### config.mk
export PLATFORM = sky130hd
export DESIGN_NAME = wms_supervisor
export DESIGN_NICKNAME = d
export VERILOG_FILES = /design/src/wms_supervisor.v
export VERILOG_INCLUDE_DIRS = /design/src /design/src/inc
export SDC_FILE = /design/constraint.sdc
export NUM_CORES = 1
export LEC_CHECK = 0
export BUFFER_PORTS_ARGS = -buffer_cell sky130_fd_sc_hd__buf_2
export CORE_UTILIZATION = 54
export CTS_BUF_LIST = sky130_fd_sc_hd__clkbuf_8
export DETAILED_ROUTE_END_ITERATION = 8
export PLACE_DENSITY = 0.76
export SYNTH_ARGS = -nofsm -noshare
export SYNTH_HDL_FRONTEND = slang
export SYNTH_SLANG_ARGS = --single-unit
### constraint.sdc
create_clock -name mclk_i -period 10 [get_ports mclk_i]
set_clock_uncertainty 0.05 [all_clocks]
set_input_delay 1.5 -clock mclk_i [delete_from_list [all_inputs] [get_ports mclk_i]]
set_output_delay 1.5 -clock mclk_i [all_outputs]
set_load 0.1 [all_outputs]
### src/inc/wms_consts.vh
// Purpose: constants for the wheel mode supervisor
// Assumes: 32-bit AHB-Lite register bus, byte addresses
// Notes: offsets are word aligned
`ifndef WMS_CONSTS_VH
`define WMS_CONSTS_VH
// register byte offsets
`define WMS_OFF_FLAGS 12'h000
`define WMS_OFF_RSTEN 12'h004
`define WMS_OFF_HALT 12'h008
`define WMS_OFF_LOCKUP 12'h00C
`define WMS_OFF_RMASK 12'h010
`define WMS_OFF_MODE 12'h014
`define WMS_OFF_CMD 12'h018
`define WMS_OFF_STATUS 12'h01C
`define WMS_OFF_WDOG 12'h020
`define WMS_OFF_CTRL 12'h024
// flag bit positions
`define WMS_FLAG_HOT_WINDING 0
`define WMS_FLAG_COLD_PROC 1
`define WMS_FLAG_HOT_DRIVER 2
`define WMS_FLAG_TOO_FAST 3
`define WMS_FLAG_TOO_MUCH_CUR 4
`define WMS_FLAG_SENSOR 5
`define WMS_NFLAGS 6
// reset enable bits
`define WMS_RSTEN_WDOG 0
`define WMS_RSTEN_DRAM 1
`define WMS_RSTEN_PRAM 2
`define WMS_RSTEN_RESET 8'h00
// watchdog counts
`define WMS_WDOG_IRQ_COUNT 4'hA
`define WMS_WDOG_RST_COUNT 4'hF
// startup delay frames
`define WMS_STARTUP_FRAMES 3'h5
// control frame rate and clock
`define WMS_FRAME_HZ 100
`define WMS_CLK_HZ 200000000
`define WMS_FRAME_CYCLES (`WMS_CLK_HZ / `WMS_FRAME_HZ)
// mode codes
`define WMS_M_IDLE 8'h00
`define WMS_M_DUTY 8'h01
`define WMS_M_VOLTS 8'h02
`define WMS_M_SPEED 8'h03
`define WMS_M_DUTY_H1 8'h04
`define WMS_M_DUTY_H6 8'h09
`define WMS_M_VOLTS_H1 8'h0A
`define WMS_M_VOLTS_H6 8'h0F
`define WMS_M_RAMP 8'h10
`define WMS_M_ANGULAR 8'h11
`define WMS_M_TORQUE 8'h12
`define WMS_M_STORE 8'h16
`define WMS_M_ERASE 8'h17
`define WMS_M_PHASE0 8'h18
`define WMS_M_PHASE2 8'h1A
`define WMS_M_SIN_SPEED 8'h34
`define WMS_M_SIN_VOLTS 8'h35
`define WMS_M_RUNDOWN 8'h36
// fixed point command values, signed Q16.16
`define WMS_FX_ONE 32'h00010000
`define WMS_FX_TWO 32'h00020000
// drive kinds
`define WMS_DRV_OFF 3'h0
`define WMS_DRV_DUTY 3'h1
`define WMS_DRV_VOLTS 3'h2
`define WMS_DRV_SPEED 3'h3
`define WMS_DRV_RAMP 3'h4
`define WMS_DRV_PHASE 3'h5
`define WMS_DRV_SINE 3'h6
`endif

### src/wms_supervisor.v
// Purpose: supervisor and mode dispatch for a angular_mode_a wheel controller
// Assumes: one 200 MHz clock, AHB-Lite slave, command values signed Q16.16
// Notes: control loops, converter and memory sit outside; this block steers them
`include "wms_consts.vh"
`timescale 1ns/10ps
`default_nettype none
module wms_supervisor #(
    parameter FRAME_CYCLES = `WMS_FRAME_CYCLES
)
(
    input wire mclk_i,
    input wire rst_i,
    // ahb-lite slave
    input wire hsel_i,
    input wire [11:0] haddr_i,
    input wire [1:0] htrans_i,
    input wire hwrite_i,
    input wire [2:0] hsize_i,
    input wire [31:0] hwdata_i,
    input wire hready_i,
    output wire hreadyout_o,
    output wire hresp_o,
    output reg [31:0] hrdata_o,
    // events and system
    input wire [5:0] event_i,
    input wire conv_pulse_i,
    input wire wdog_service_i,
    input wire dram_multi_err_i,
    input wire pram_multi_err_i,
    input wire app_start_i,
    input wire [2:0] hall_code_i,
    input wire speed_zero_i,
    input wire [31:0] speed_i,
    input wire boot_mem_locked_i,
    input wire mem_done_i,
    // outputs
    output reg wdog_irq_o,
    output reg cpu_reset_o,
    output reg cpu_halt_o,
    output reg lockup_fault_o,
    output reg [7:0] diag_restart_mask_o,
    output reg comparators_inhibit_o,
    output reg [7:0] eff_mode_o,
    output reg [2:0] drive_kind_o,
    output reg drive_enable_o,
    output reg drive_reverse_o,
    output reg [31:0] drive_setpoint_o,
    output reg hall_override_o,
    output reg [2:0] hall_code_o,
    output reg [1:0] phase_sel_o,
    output reg phase_ground_en_o,
    output reg setpoint_div_rotor_moment_o,
    output reg [31:0] ramp_setpoint_o,
    output reg store_user_o,
    output reg store_boot_o,
    output reg erase_user_o
);
////////////////////////////////////////////////////////////////////////////////
// bus address phase capture
reg wr_pend_r;
reg [11:0] addr_r;
wire take = hsel_i && hready_i && htrans_i[1] && (hsize_i == 3'h2); // whole words only
wire wr_en = wr_pend_r;
assign hreadyout_o = 1'b1;
assign hresp_o = 1'b0;
// one data phase per address phase, zero wait
always @(posedge mclk_i or posedge rst_i)
begin
    if (rst_i)
    begin
        wr_pend_r <= 1'b0;
        addr_r <= 12'h000;
    end
    else
    begin
        wr_pend_r <= take && hwrite_i;
        if (take)
            addr_r <= haddr_i;
    end
end
////////////////////////////////////////////////////////////////////////////////
// registers
reg [5:0] flags_r;
reg [7:0] rsten_r, rmask_r, mode_r;
reg [31:0] halt_r, lockup_r, cmd_r, frame_cnt_r;
reg [3:0] wdog_cnt_r;
reg [2:0] delay_r, hall_prev_r;
reg store_busy_r;
wire frame_tick = (frame_cnt_r == FRAME_CYCLES - 1);
wire hall_edge = (hall_code_i != hall_prev_r);
wire flags_wr = wr_en && (addr_r == `WMS_OFF_FLAGS);
// event flags: a hardware event wins over a software clear
genvar gi;
generate
    for (gi = 0; gi < `WMS_NFLAGS; gi = gi + 1)
    begin : g_flag
        always @(posedge mclk_i or posedge rst_i)
        begin
            if (rst_i)
                flags_r[gi] <= 1'b0;
            else if (event_i[gi] && !comparators_inhibit_o)
                flags_r[gi] <= 1'b1;
            else if (flags_wr)
                flags_r[gi] <= hwdata_i[gi];
        end
    end
endgenerate
// software registers
always @(posedge mclk_i or posedge rst_i)
begin
    if (rst_i)
    begin
        rsten_r <= `WMS_RSTEN_RESET;
        halt_r <= 32'h00000000;
        lockup_r <= 32'h00000000;
        rmask_r <= 8'h00;
    end
    else if (wr_en)
    begin
        if (addr_r == `WMS_OFF_RSTEN)
            rsten_r <= {5'h00, hwdata_i[2:0]}; // bits 3-7 unused
        else if (addr_r == `WMS_OFF_HALT)
            halt_r <= hwdata_i;
        else if (addr_r == `WMS_OFF_LOCKUP)
            lockup_r <= hwdata_i;
        else if (addr_r == `WMS_OFF_RMASK)
            rmask_r <= hwdata_i[7:0];
    end
end
// mode and command; hardware clears win over software writes
always @(posedge mclk_i or posedge rst_i)
begin
    if (rst_i)
    begin
        mode_r <= `WMS_M_IDLE;
        cmd_r <= 32'h00000000;
    end
    else
    begin
        if (wr_en && addr_r == `WMS_OFF_MODE)
            mode_r <= hwdata_i[7:0];
        if (store_busy_r && mem_done_i)
            cmd_r <= 32'h00000000;
        else if (mode_r == `WMS_M_RUNDOWN && cmd_r == `WMS_FX_ONE && speed_zero_i)
            cmd_r <= 32'h00000000;
        else if (mode_r == `WMS_M_STORE && cmd_r == `WMS_FX_TWO && boot_mem_locked_i)
            cmd_r <= 32'h00000000; // silent no-op
        else if (wr_en && addr_r == `WMS_OFF_CMD)
            cmd_r <= hwdata_i;
    end
end
////////////////////////////////////////////////////////////////////////////////
// watchdog, resets, halt, lockup
always @(posedge mclk_i or posedge rst_i)
begin
    if (rst_i)
    begin
        wdog_cnt_r <= 4'h0;
        wdog_irq_o <= 1'b0;
        cpu_reset_o <= 1'b0;
        cpu_halt_o <= 1'b0;
        lockup_fault_o <= 1'b0;
        hall_prev_r <= 3'h0;
        diag_restart_mask_o <= 8'h00;
    end
    else
    begin
        // service clears; a pulse in the same cycle still counts from zero
        if (wdog_service_i)
            wdog_cnt_r <= {3'h0, conv_pulse_i};
        else if (conv_pulse_i && wdog_cnt_r != `WMS_WDOG_RST_COUNT)
            wdog_cnt_r <= wdog_cnt_r + 4'h1;
        wdog_irq_o <= (wdog_cnt_r >= `WMS_WDOG_IRQ_COUNT) && !wdog_service_i;
        cpu_reset_o <= (rsten_r[`WMS_RSTEN_WDOG] && wdog_cnt_r == `WMS_WDOG_RST_COUNT)
            || (rsten_r[`WMS_RSTEN_DRAM] && dram_multi_err_i)
            || (rsten_r[`WMS_RSTEN_PRAM] && pram_multi_err_i);
        cpu_halt_o <= (halt_r != 32'h00000000);
        hall_prev_r <= hall_code_i;
        if (lockup_r != 32'h00000000 && hall_edge)
            lockup_fault_o <= 1'b1;
        else if (lockup_r == 32'h00000000)
            lockup_fault_o <= 1'b0;
        diag_restart_mask_o <= rmask_r;
    end
end
////////////////////////////////////////////////////////////////////////////////
// control frame and startup delay
always @(posedge mclk_i or posedge rst_i)
begin
    if (rst_i)
    begin
        frame_cnt_r <= 32'h00000000;
        delay_r <= `WMS_STARTUP_FRAMES;
    end
    else
    begin
        frame_cnt_r <= frame_tick ? 32'h00000000 : frame_cnt_r + 32'h00000001;
        if (app_start_i)
            delay_r <= `WMS_STARTUP_FRAMES;
        else if (frame_tick && delay_r != 3'h0)
            delay_r <= delay_r - 3'h1;
    end
end
////////////////////////////////////////////////////////////////////////////////
// mode dispatch; a restart forces idle in the same cycle as the inhibit flag
reg [7:0] em;
reg [2:0] kind, hcode;
reg en, ovr, divi;
always @*
begin
    em = (delay_r != 3'h0 || app_start_i) ? `WMS_M_IDLE : mode_r;
    kind = `WMS_DRV_OFF;
    en = 1'b0;
    ovr = 1'b0;
    hcode = hall_code_i;
    divi = 1'b0;
    if (em == `WMS_M_DUTY)
    begin
        kind = `WMS_DRV_DUTY;
        en = 1'b1;
    end
    else if (em == `WMS_M_VOLTS || em == `WMS_M_SIN_VOLTS)
    begin
        kind = (em == `WMS_M_VOLTS) ? `WMS_DRV_VOLTS : `WMS_DRV_SINE;
        en = 1'b1;
    end
    else if (em == `WMS_M_SPEED || em == `WMS_M_SIN_SPEED)
    begin
        kind = `WMS_DRV_SPEED;
        en = 1'b1;
    end
    else if (em >= `WMS_M_DUTY_H1 && em <= `WMS_M_DUTY_H6)
    begin
        kind = `WMS_DRV_DUTY;
        en = 1'b1;
        ovr = 1'b1;
        hcode = em[2:0] - 3'h3; // codes 4..9 wrap to 1..6
    end
    else if (em >= `WMS_M_VOLTS_H1 && em <= `WMS_M_VOLTS_H6)
    begin
        kind = `WMS_DRV_VOLTS;
        en = 1'b1;
        ovr = 1'b1;
        hcode = em[2:0] - 3'h1; // codes 10..15 give 1..6
    end
    else if (em == `WMS_M_RAMP || em == `WMS_M_TORQUE)
    begin
        kind = `WMS_DRV_RAMP;
        en = 1'b1;
        divi = (em == `WMS_M_TORQUE);
    end
    else if (em == `WMS_M_ANGULAR)
    begin
        kind = `WMS_DRV_SPEED;
        en = 1'b1;
        divi = 1'b1;
    end
    else if (em >= `WMS_M_PHASE0 && em <= `WMS_M_PHASE2)
    begin
        kind = `WMS_DRV_PHASE;
        en = 1'b1;
    end
    // idle, store, erase, rundown and undefined codes fall through, drive off
end
// memory requests issue once per command value; cleared value ends them
always @(posedge mclk_i or posedge rst_i)
begin
    if (rst_i)
    begin
        store_busy_r <= 1'b0;
        store_user_o <= 1'b0;
        store_boot_o <= 1'b0;
        erase_user_o <= 1'b0;
    end
    else
    begin
        store_user_o <= 1'b0;
        store_boot_o <= 1'b0;
        erase_user_o <= 1'b0;
        if (store_busy_r)
        begin
            if (mem_done_i)
                store_busy_r <= 1'b0;
        end
        else if (delay_r == 3'h0 && mode_r == `WMS_M_STORE && cmd_r == `WMS_FX_ONE)
        begin
            store_user_o <= 1'b1;
            store_busy_r <= 1'b1;
        end
        else if (delay_r == 3'h0 && mode_r == `WMS_M_STORE && cmd_r == `WMS_FX_TWO
            && !boot_mem_locked_i)
        begin
            store_boot_o <= 1'b1;
            store_busy_r <= 1'b1;
        end
        else if (delay_r == 3'h0 && mode_r == `WMS_M_ERASE && cmd_r == `WMS_FX_ONE)
        begin
            erase_user_o <= 1'b1;
            store_busy_r <= 1'b1;
        end
    end
end
// registered drive outputs
always @(posedge mclk_i or posedge rst_i)
begin
    if (rst_i)
    begin
        eff_mode_o <= `WMS_M_IDLE;
        drive_kind_o <= `WMS_DRV_OFF;
        drive_enable_o <= 1'b0;
        drive_reverse_o <= 1'b0;
        drive_setpoint_o <= 32'h00000000;
        hall_override_o <= 1'b0;
        hall_code_o <= 3'h0;
        phase_sel_o <= 2'h0;
        phase_ground_en_o <= 1'b0;
        setpoint_div_rotor_moment_o <= 1'b0;
        ramp_setpoint_o <= 32'h00000000;
        comparators_inhibit_o <= 1'b1;
    end
    else
    begin
        eff_mode_o <= em;
        drive_kind_o <= kind;
        drive_enable_o <= en;
        drive_reverse_o <= en && cmd_r[31]; // sign is direction
        drive_setpoint_o <= !en ? 32'h00000000 :
            (kind == `WMS_DRV_DUTY && cmd_r[31]) ? (~cmd_r + 32'h00000001) : cmd_r;
        hall_override_o <= ovr;
        hall_code_o <= hcode;
        phase_sel_o <= (kind == `WMS_DRV_PHASE) ? em[1:0] : 2'h0;
        phase_ground_en_o <= en && (kind != `WMS_DRV_PHASE);
        setpoint_div_rotor_moment_o <= divi;
        if (em != `WMS_M_RAMP)
            ramp_setpoint_o <= speed_i;
        else if (frame_tick)
            ramp_setpoint_o <= ramp_setpoint_o + cmd_r;
        comparators_inhibit_o <= (delay_r != 3'h0) || app_start_i;
    end
end
////////////////////////////////////////////////////////////////////////////////
// read mux
always @(posedge mclk_i or posedge rst_i)
begin
    if (rst_i)
        hrdata_o <= 32'h00000000;
    else if (take && !hwrite_i)
    begin
        if (haddr_i == `WMS_OFF_FLAGS)
            hrdata_o <= {26'h0000000, flags_r};
        else if (haddr_i == `WMS_OFF_RSTEN)
            hrdata_o <= {24'h000000, rsten_r};
        else if (haddr_i == `WMS_OFF_HALT)
            hrdata_o <= halt_r;
        else if (haddr_i == `WMS_OFF_LOCKUP)
            hrdata_o <= lockup_r;
        else if (haddr_i == `WMS_OFF_RMASK)
            hrdata_o <= {24'h000000, rmask_r};
        else if (haddr_i == `WMS_OFF_MODE)
            hrdata_o <= {24'h000000, mode_r};
        else if (haddr_i == `WMS_OFF_CMD)
            hrdata_o <= cmd_r;
        else if (haddr_i == `WMS_OFF_STATUS)
            hrdata_o <= {18'h00000, store_busy_r, lockup_fault_o, cpu_halt_o, delay_r, em};
        else if (haddr_i == `WMS_OFF_WDOG)
            hrdata_o <= {28'h0000000, wdog_cnt_r};
        else
            hrdata_o <= 32'h00000000; // unmapped reads zero
    end
end
endmodule
`default_nettype wire

* Word-level counts from Yosys, hierarchy flattened
Cells that the tools add are included.
** Operators by class
- Add/subtract/negate cells :: 7
- Reductions and logical operators :: 70
- Bitwise operators :: 4
- Equal/unequal tests :: 36
- Muxes and demuxes :: 85
- $lt $le $gt $ge :: 7
** Operators with widths (count)
- $mux W32 :: 16
- $eq A12 B5 Y1 const B :: 7
- $add A32 B1 Y32 const B :: 2
- $reduce_bool A32 Y1 :: 2
- $eq A12 B4 Y1 const B :: 4
- $mux W3 :: 16
- $mux W1 :: 47
- $eq A8 B5 Y1 const B :: 5
- $logic_and A1 B1 Y1 :: 38
- $add A32 B32 Y32 :: 1
- $eq A32 B17 Y1 const B :: 1
- $eq A32 B18 Y1 const B :: 1
- $eq A32 B21 Y1 const B :: 1
- $logic_not A32 Y1 :: 1
- $not A32 Y32 :: 1
- $eq A12 B3 Y1 const B :: 2
- $eq A8 B6 Y1 const B :: 3
- $logic_not A12 Y1 :: 2
- $reduce_bool A2 Y1 :: 10
- $eq A8 B2 Y1 const B :: 2
- $le A8 B4 Y1 const B :: 2
- $mux W14 :: 1
- $eq A12 B6 Y1 const B :: 1
- $mux W4 :: 3
- other kinds (29) :: 40
** Word-level totals
- Logic and storage cells :: 249
- Bits in registers :: 310
- Bits of input ports :: 103

* Depth between registers and ports, before layout
- Word-level depth :: 17
- Gate-level depth with buffers :: 18

* Worst setup path before layout
No wires, ideal clock.
- Kind :: input -> register
- Start point :: input app_start_i
- End point :: register drive_setpoint_o[15]
- Data required time :: 9.872 ns
- Setup time :: 0.078 ns
- Stages on the path :: 15
- Path buffers :: 3
- Arrival :: 4.451 ns
- Slack :: 5.421 ns
- Path through :: nor3b_2 -> clkbuf_1 -> nand2_1 -> inv_1 -> ha_1 -> clkbuf_1 -> nor2_1 -> o21bai_1 -> a22o_1 -> a211oi_1 -> a311oi_2 -> o2111ai_1 -> clkbuf_1 -> or3_1 -> a21oi_1
** Between the ends
- Word-level cells in the longest chain between the ends :: 16
- Elaborated cells between the ends (all ways) :: 43
- Those cells by class :: order compare: 6; eq/ne: 9; mux: 20; reduce/logical: 8
** Ends and longest elaborated chain
- start, declared :: line wms_supervisor.v:30 : input wire app_start_i,
- $logic_or A1 B1 Y1 (*) :: line wms_supervisor.v:211 : em = (delay_r != 3'h0 || app_start_i) ? `WMS_M_IDLE : mode_r;
- $mux W8 (*) :: line wms_supervisor.v:211
- via em[0] :: line wms_supervisor.v:206 : reg [7:0] em;
- $ge A8 B5 Y1 (no source line) or $le A8 B5 Y1 (tied branches)
- $logic_and A1 B1 Y1 (no source line)
- $mux W3 :: line wms_supervisor.v:258 : else if (em >= `WMS_M_PHASE0 && em <= `WMS_M_PHASE2)
- $mux W3 :: line wms_supervisor.v:252 : else if (em == `WMS_M_ANGULAR)
- $mux W3 :: line wms_supervisor.v:246 : else if (em == `WMS_M_RAMP || em == `WMS_M_TORQUE)
- $mux W3 :: line wms_supervisor.v:239 : else if (em >= `WMS_M_VOLTS_H1 && em <= `WMS_M_VOLTS_H6)
- $mux W3 :: line wms_supervisor.v:232 : else if (em >= `WMS_M_DUTY_H1 && em <= `WMS_M_DUTY_H6)
- $mux W3 :: line wms_supervisor.v:227 : else if (em == `WMS_M_SPEED || em == `WMS_M_SIN_SPEED)
- $mux W3 :: line wms_supervisor.v:222 : else if (em == `WMS_M_VOLTS || em == `WMS_M_SIN_VOLTS)
- $mux W3 :: line wms_supervisor.v:217 : if (em == `WMS_M_DUTY)
- $eq A3 B1 Y1 (no source line)
- $logic_and A1 B1 Y1 :: line wms_supervisor.v:328 : (kind == `WMS_DRV_DUTY && cmd_r[31]) ? (~cmd_r + 32'h00000001) : cmd_r;
- $mux W32 :: line wms_supervisor.v:328
- $mux W32 (*) :: line wms_supervisor.v:327 : drive_setpoint_o <= !en ? 32'h00000000 :
- end signal, assigned :: line wms_supervisor.v:327
- end, declared :: line wms_supervisor.v:47 : output reg [31:0] drive_setpoint_o,
Mark *: on every way through the listed nets, which the timed path passes. The rest lies on a longest branch.
A chain may end at the register's enable or synchronous reset.

* Final worst setup path
- Start point :: input app_start_i
- End point :: register drive_setpoint_o[24]
The elaborated chain is that of the path after synthesis.

==> flow_summary.ini <==
[outcome]
run_status = finished clean

[global_routing]
use_met3_pct = 6.45
grt_overflow = 0
grt_pass1_wl_um = 65300
grt_busiest_layer = met2
antenna_found_initial = 7
grt_usage_pct = 28.6
grt_max_degree = 197
gr-usage-met1_pct = 37.1
grt_pass1_vias = 12497
use_met2_pct = 46.3

[setup_path]
critPathArrivalTime_ns = 5.29
required_ns = 10.43
r2r_slack_ns = 5.48
rr_endpoint = drive_setpoint_o[24]
start_kind = input port
max_stage_delay_ns = 0.69
setup.worst_path.end_class = flip-flop
critical_path_class = in2reg
path_buf_inv = 3
crit_family = compound AO/OA/AOI/OAI gates
worst-r2r-cell-count = 15
rr_startpoint = delay_r[1]
critical-path-slowest-cell = o2111ai_2
cp_cell_sequence = buf_2 > nor3b_2 > buf_4 > nand2_1 > inv_1 > ha_1 > nor2_1 > o21bai_1 > a22o_1 > a211oi_1 > a311oi_2 > o2111ai_2 > or3_1 > a21oi_1
critical_path_peak_fanout = 30

[sta]
fmax_ghz = 0.206
tns_ns = 0
hold_violations = 0
min_period_ns = 4.86
holdWs_ns = 0.341
finalCritPeriodShare_pct = 48.6
finalMaxSlewViolations = 0
rsz0062_at_grt = false
setup_viol = 0
worstMarginPinSlew_ns = 1.32
slew_headroom_pct = 11.8

[clock_tree]
cts-root-buf = clkbuf_8
ctsHoldBuffers = 0
clk_transition_reported_paths_ns = 0.06
h-tree-depth = 2
cts_tree = built
cts_buffers = 51
clk-insertion-delay-late_ns = 0.59
cts_buffer_depth = 3
post_cts_buffers = 0
cts_resized = 0
cts_sinks = 310

[power_and_ir_drop]
power_frac_seq_pct = 47.4
p_clk_share_pct = 37.4
p_leak_uw = 0.00902
p_sw_share_pct = 29.7
p_sw_uw = 846
peakVddDrop_mv = 0.0951
power_density_nw_per_um2 = 157
combPwrFrac_pct = 15.2
power.internal_uw = 2000

[routing]
via_per_inst = 5.78
routed_wl_um = 42000
wl_per_cell_um = 18.9
postRouteAntennaNets = 0
vias = 12847
drc = 0
drtIter0Drc = 951
first_pass_iters = 5

[floorplan]
core_area_um2 = 28200
die_y_um = 172
die_x_um = 172
rows = 61
start_util_pct = 55.5
ioPinCount = 238
dieArea_um2 = 29600

[hold_path]
whs_path_depth = 0
hold_class = reg2reg
holdCritStartpoint = rmask_r[6]
hold_path_end = diag_restart_mask_o[6]

[synthesis]
synthDistinctLibCells = 73
syn_nets = 1715
synthArstFlopShare_pct = 100
synth_ff_type = dfrtp_1
avgSynthCellArea_um2 = 9.96
synth-edff-count = 0
syn_inst = 1569
yosysWarnings = 0
ys_seq_area_share_pct = 49.7
ys_ff_latch = 310
syn_area_um2 = 15600

[cells_and_area]
fillers = 2298
nNetsFinal = 1952
drive_gt1_share_pct = 23.3
syn_to_final_growth_pct = 16.3

[place]
place_hpwl_um = 29900
gp_congestion = 0.883
io_buffer_count = 234

[flow_run]
maxCapViolCount = 0
routing by layer:
metal | vias to the layer above | part of all wire (%)
li1 | 6015 | -
met1 | 6244 | 41
met2 | 472 | 47
met3 | 106 | 7.8
met4 | 10 | 3.6
met5 | - | 0.31
synthesized netlist by cell type (all sizes together), types with 26 or more instances:
| master | number | area [µm²] |
|---|---|---|
| mux2 | 95 | 1070 |
| nor2 | 140 | 526 |
| xnor2 | 53 | 464 |
| nor4 | 26 | 169 |
| nor3 | 36 | 185 |
| inv | 48 | 180 |
| nand3 | 31 | 155 |
| o21ai | 76 | 380 |
| dfrtp | 307 | 7680 |
| nand2 | 202 | 758 |
| ha | 42 | 526 |
| mux2i | 42 | 420 |
| a21oi | 138 | 694 |
| xor2 | 26 | 228 |
| clkbuf | 60 | 225 |
cell usage in the layout (no fill, tap or decap), drive strengths merged, types with 7 or more instances in the layout:
cell	n
xor2	26
a21o	16
nor2	140
a21oi	138
nor4	26
buf	251
or3	10
mux2	95
inv	66
clkbuf	64
and3	11
dfrtp	307
nand2	202
o21bai	7
xnor2	53
a31oi	11
ha	42
nand2b	16
nand4	22
nor2b	10
a22oi	7
mux2i	42
nand3	31
o21a	8
o31ai	21
a211oi	7
and2	12
nor3	36
o21ai	76
area by class of cell:
class | count | area (µm²) | share of cell area, %
Sequential cell | 310 | 7760 | 42.7
Multi-Input combinational cell | 1144 | 7460 | 41.0
Timing Repair Buffer | 251 | 1310 | 7.22
Clock buffer | 64 | 881 | 4.85
Tap cell | 378 | 473 | 2.60
Inverter | 48 | 184 | 1.01
Clock inverter | 21 | 91.3 | 0.503
Antenna cell | 6 | 15.0 | 0.0826
power by group through the flow:
stage          clock [µW]  sequential [µW]  combinational, µW
6_report             1060             1350                434
4_1_cts              1080             1350                432
3_3_place_gp            0             1370                419
2_1_floorplan           0             1430                236
3_5_place_dp            0             1370                428
5_1_grt              1130             1350                471
sequential cells by signal (all words and copies together) (netlist names), 2 cells and up:
signal	count
cmd_r	32
wdog_cnt_r	4
addr_r	12
ramp_setpoint_o	32
phase_sel_o	2
drive_setpoint_o	32
lockup_r	32
hall_code_o	3
frame_cnt_r	32
drive_kind_o	3
rmask_r	8
eff_mode_o	8
diag_restart_mask_o	8
delay_r	3
rsten_r	3
hall_prev_r	3
flags_r	6
halt_r	32
hrdata_o	32
mode_r	8
stage by stage:
step / worst slack (ns) / cell area [µm²] / utilization [%] / std cells / power [µW]
floorplan: 4.33 / 15600 / - / 1569 / 1670
global placement: 4.82 / 17200 / 61.0 / 2131 / 1790
detailed placement: 4.67 / 17200 / 61.0 / 2131 / 1800
CTS: 5.23 / 18200 / 64.5 / 2216 / 2860
global route: 4.91 / 18200 / 64.5 / 2217 / 2960
finish: 5.14 / 18200 / 64.5 / 2222 / 2850
logic make-up (layout without fill, tap and decap cells):
family | after synthesis | count (layout) | share of synthesized area [%]
muxes | 143 | 143 | 10.4
buffers and inverters | 115 | 384 | 2.83
DFF | 310 | 310 | 49.7
and+or+nand+nor | 542 | 542 | 16.1
adders and majority gates | 43 | 43 | 3.49
xor gates and xnor gates | 79 | 79 | 4.43
other | 2 | 8 | 0.0480
AOI/OAI and AO/OA | 335 | 335 | 13.0
how the worst max path moves through the flow:
stage	cells past startpoint	slack [ns]	to	start
after floorplan	1	4.33	addr_r[0]	rst_i
after global placement	14	4.82	drive_setpoint_o[9]	app_start_i
after detailed placement	14	4.67	drive_setpoint_o[24]	app_start_i
after CTS	14	5.23	drive_setpoint_o[24]	app_start_i
after global routing	14	4.91	drive_setpoint_o[24]	app_start_i
final	14	5.14	drive_setpoint_o[24]	app_start_i
(Power assumes the default switching activity.)
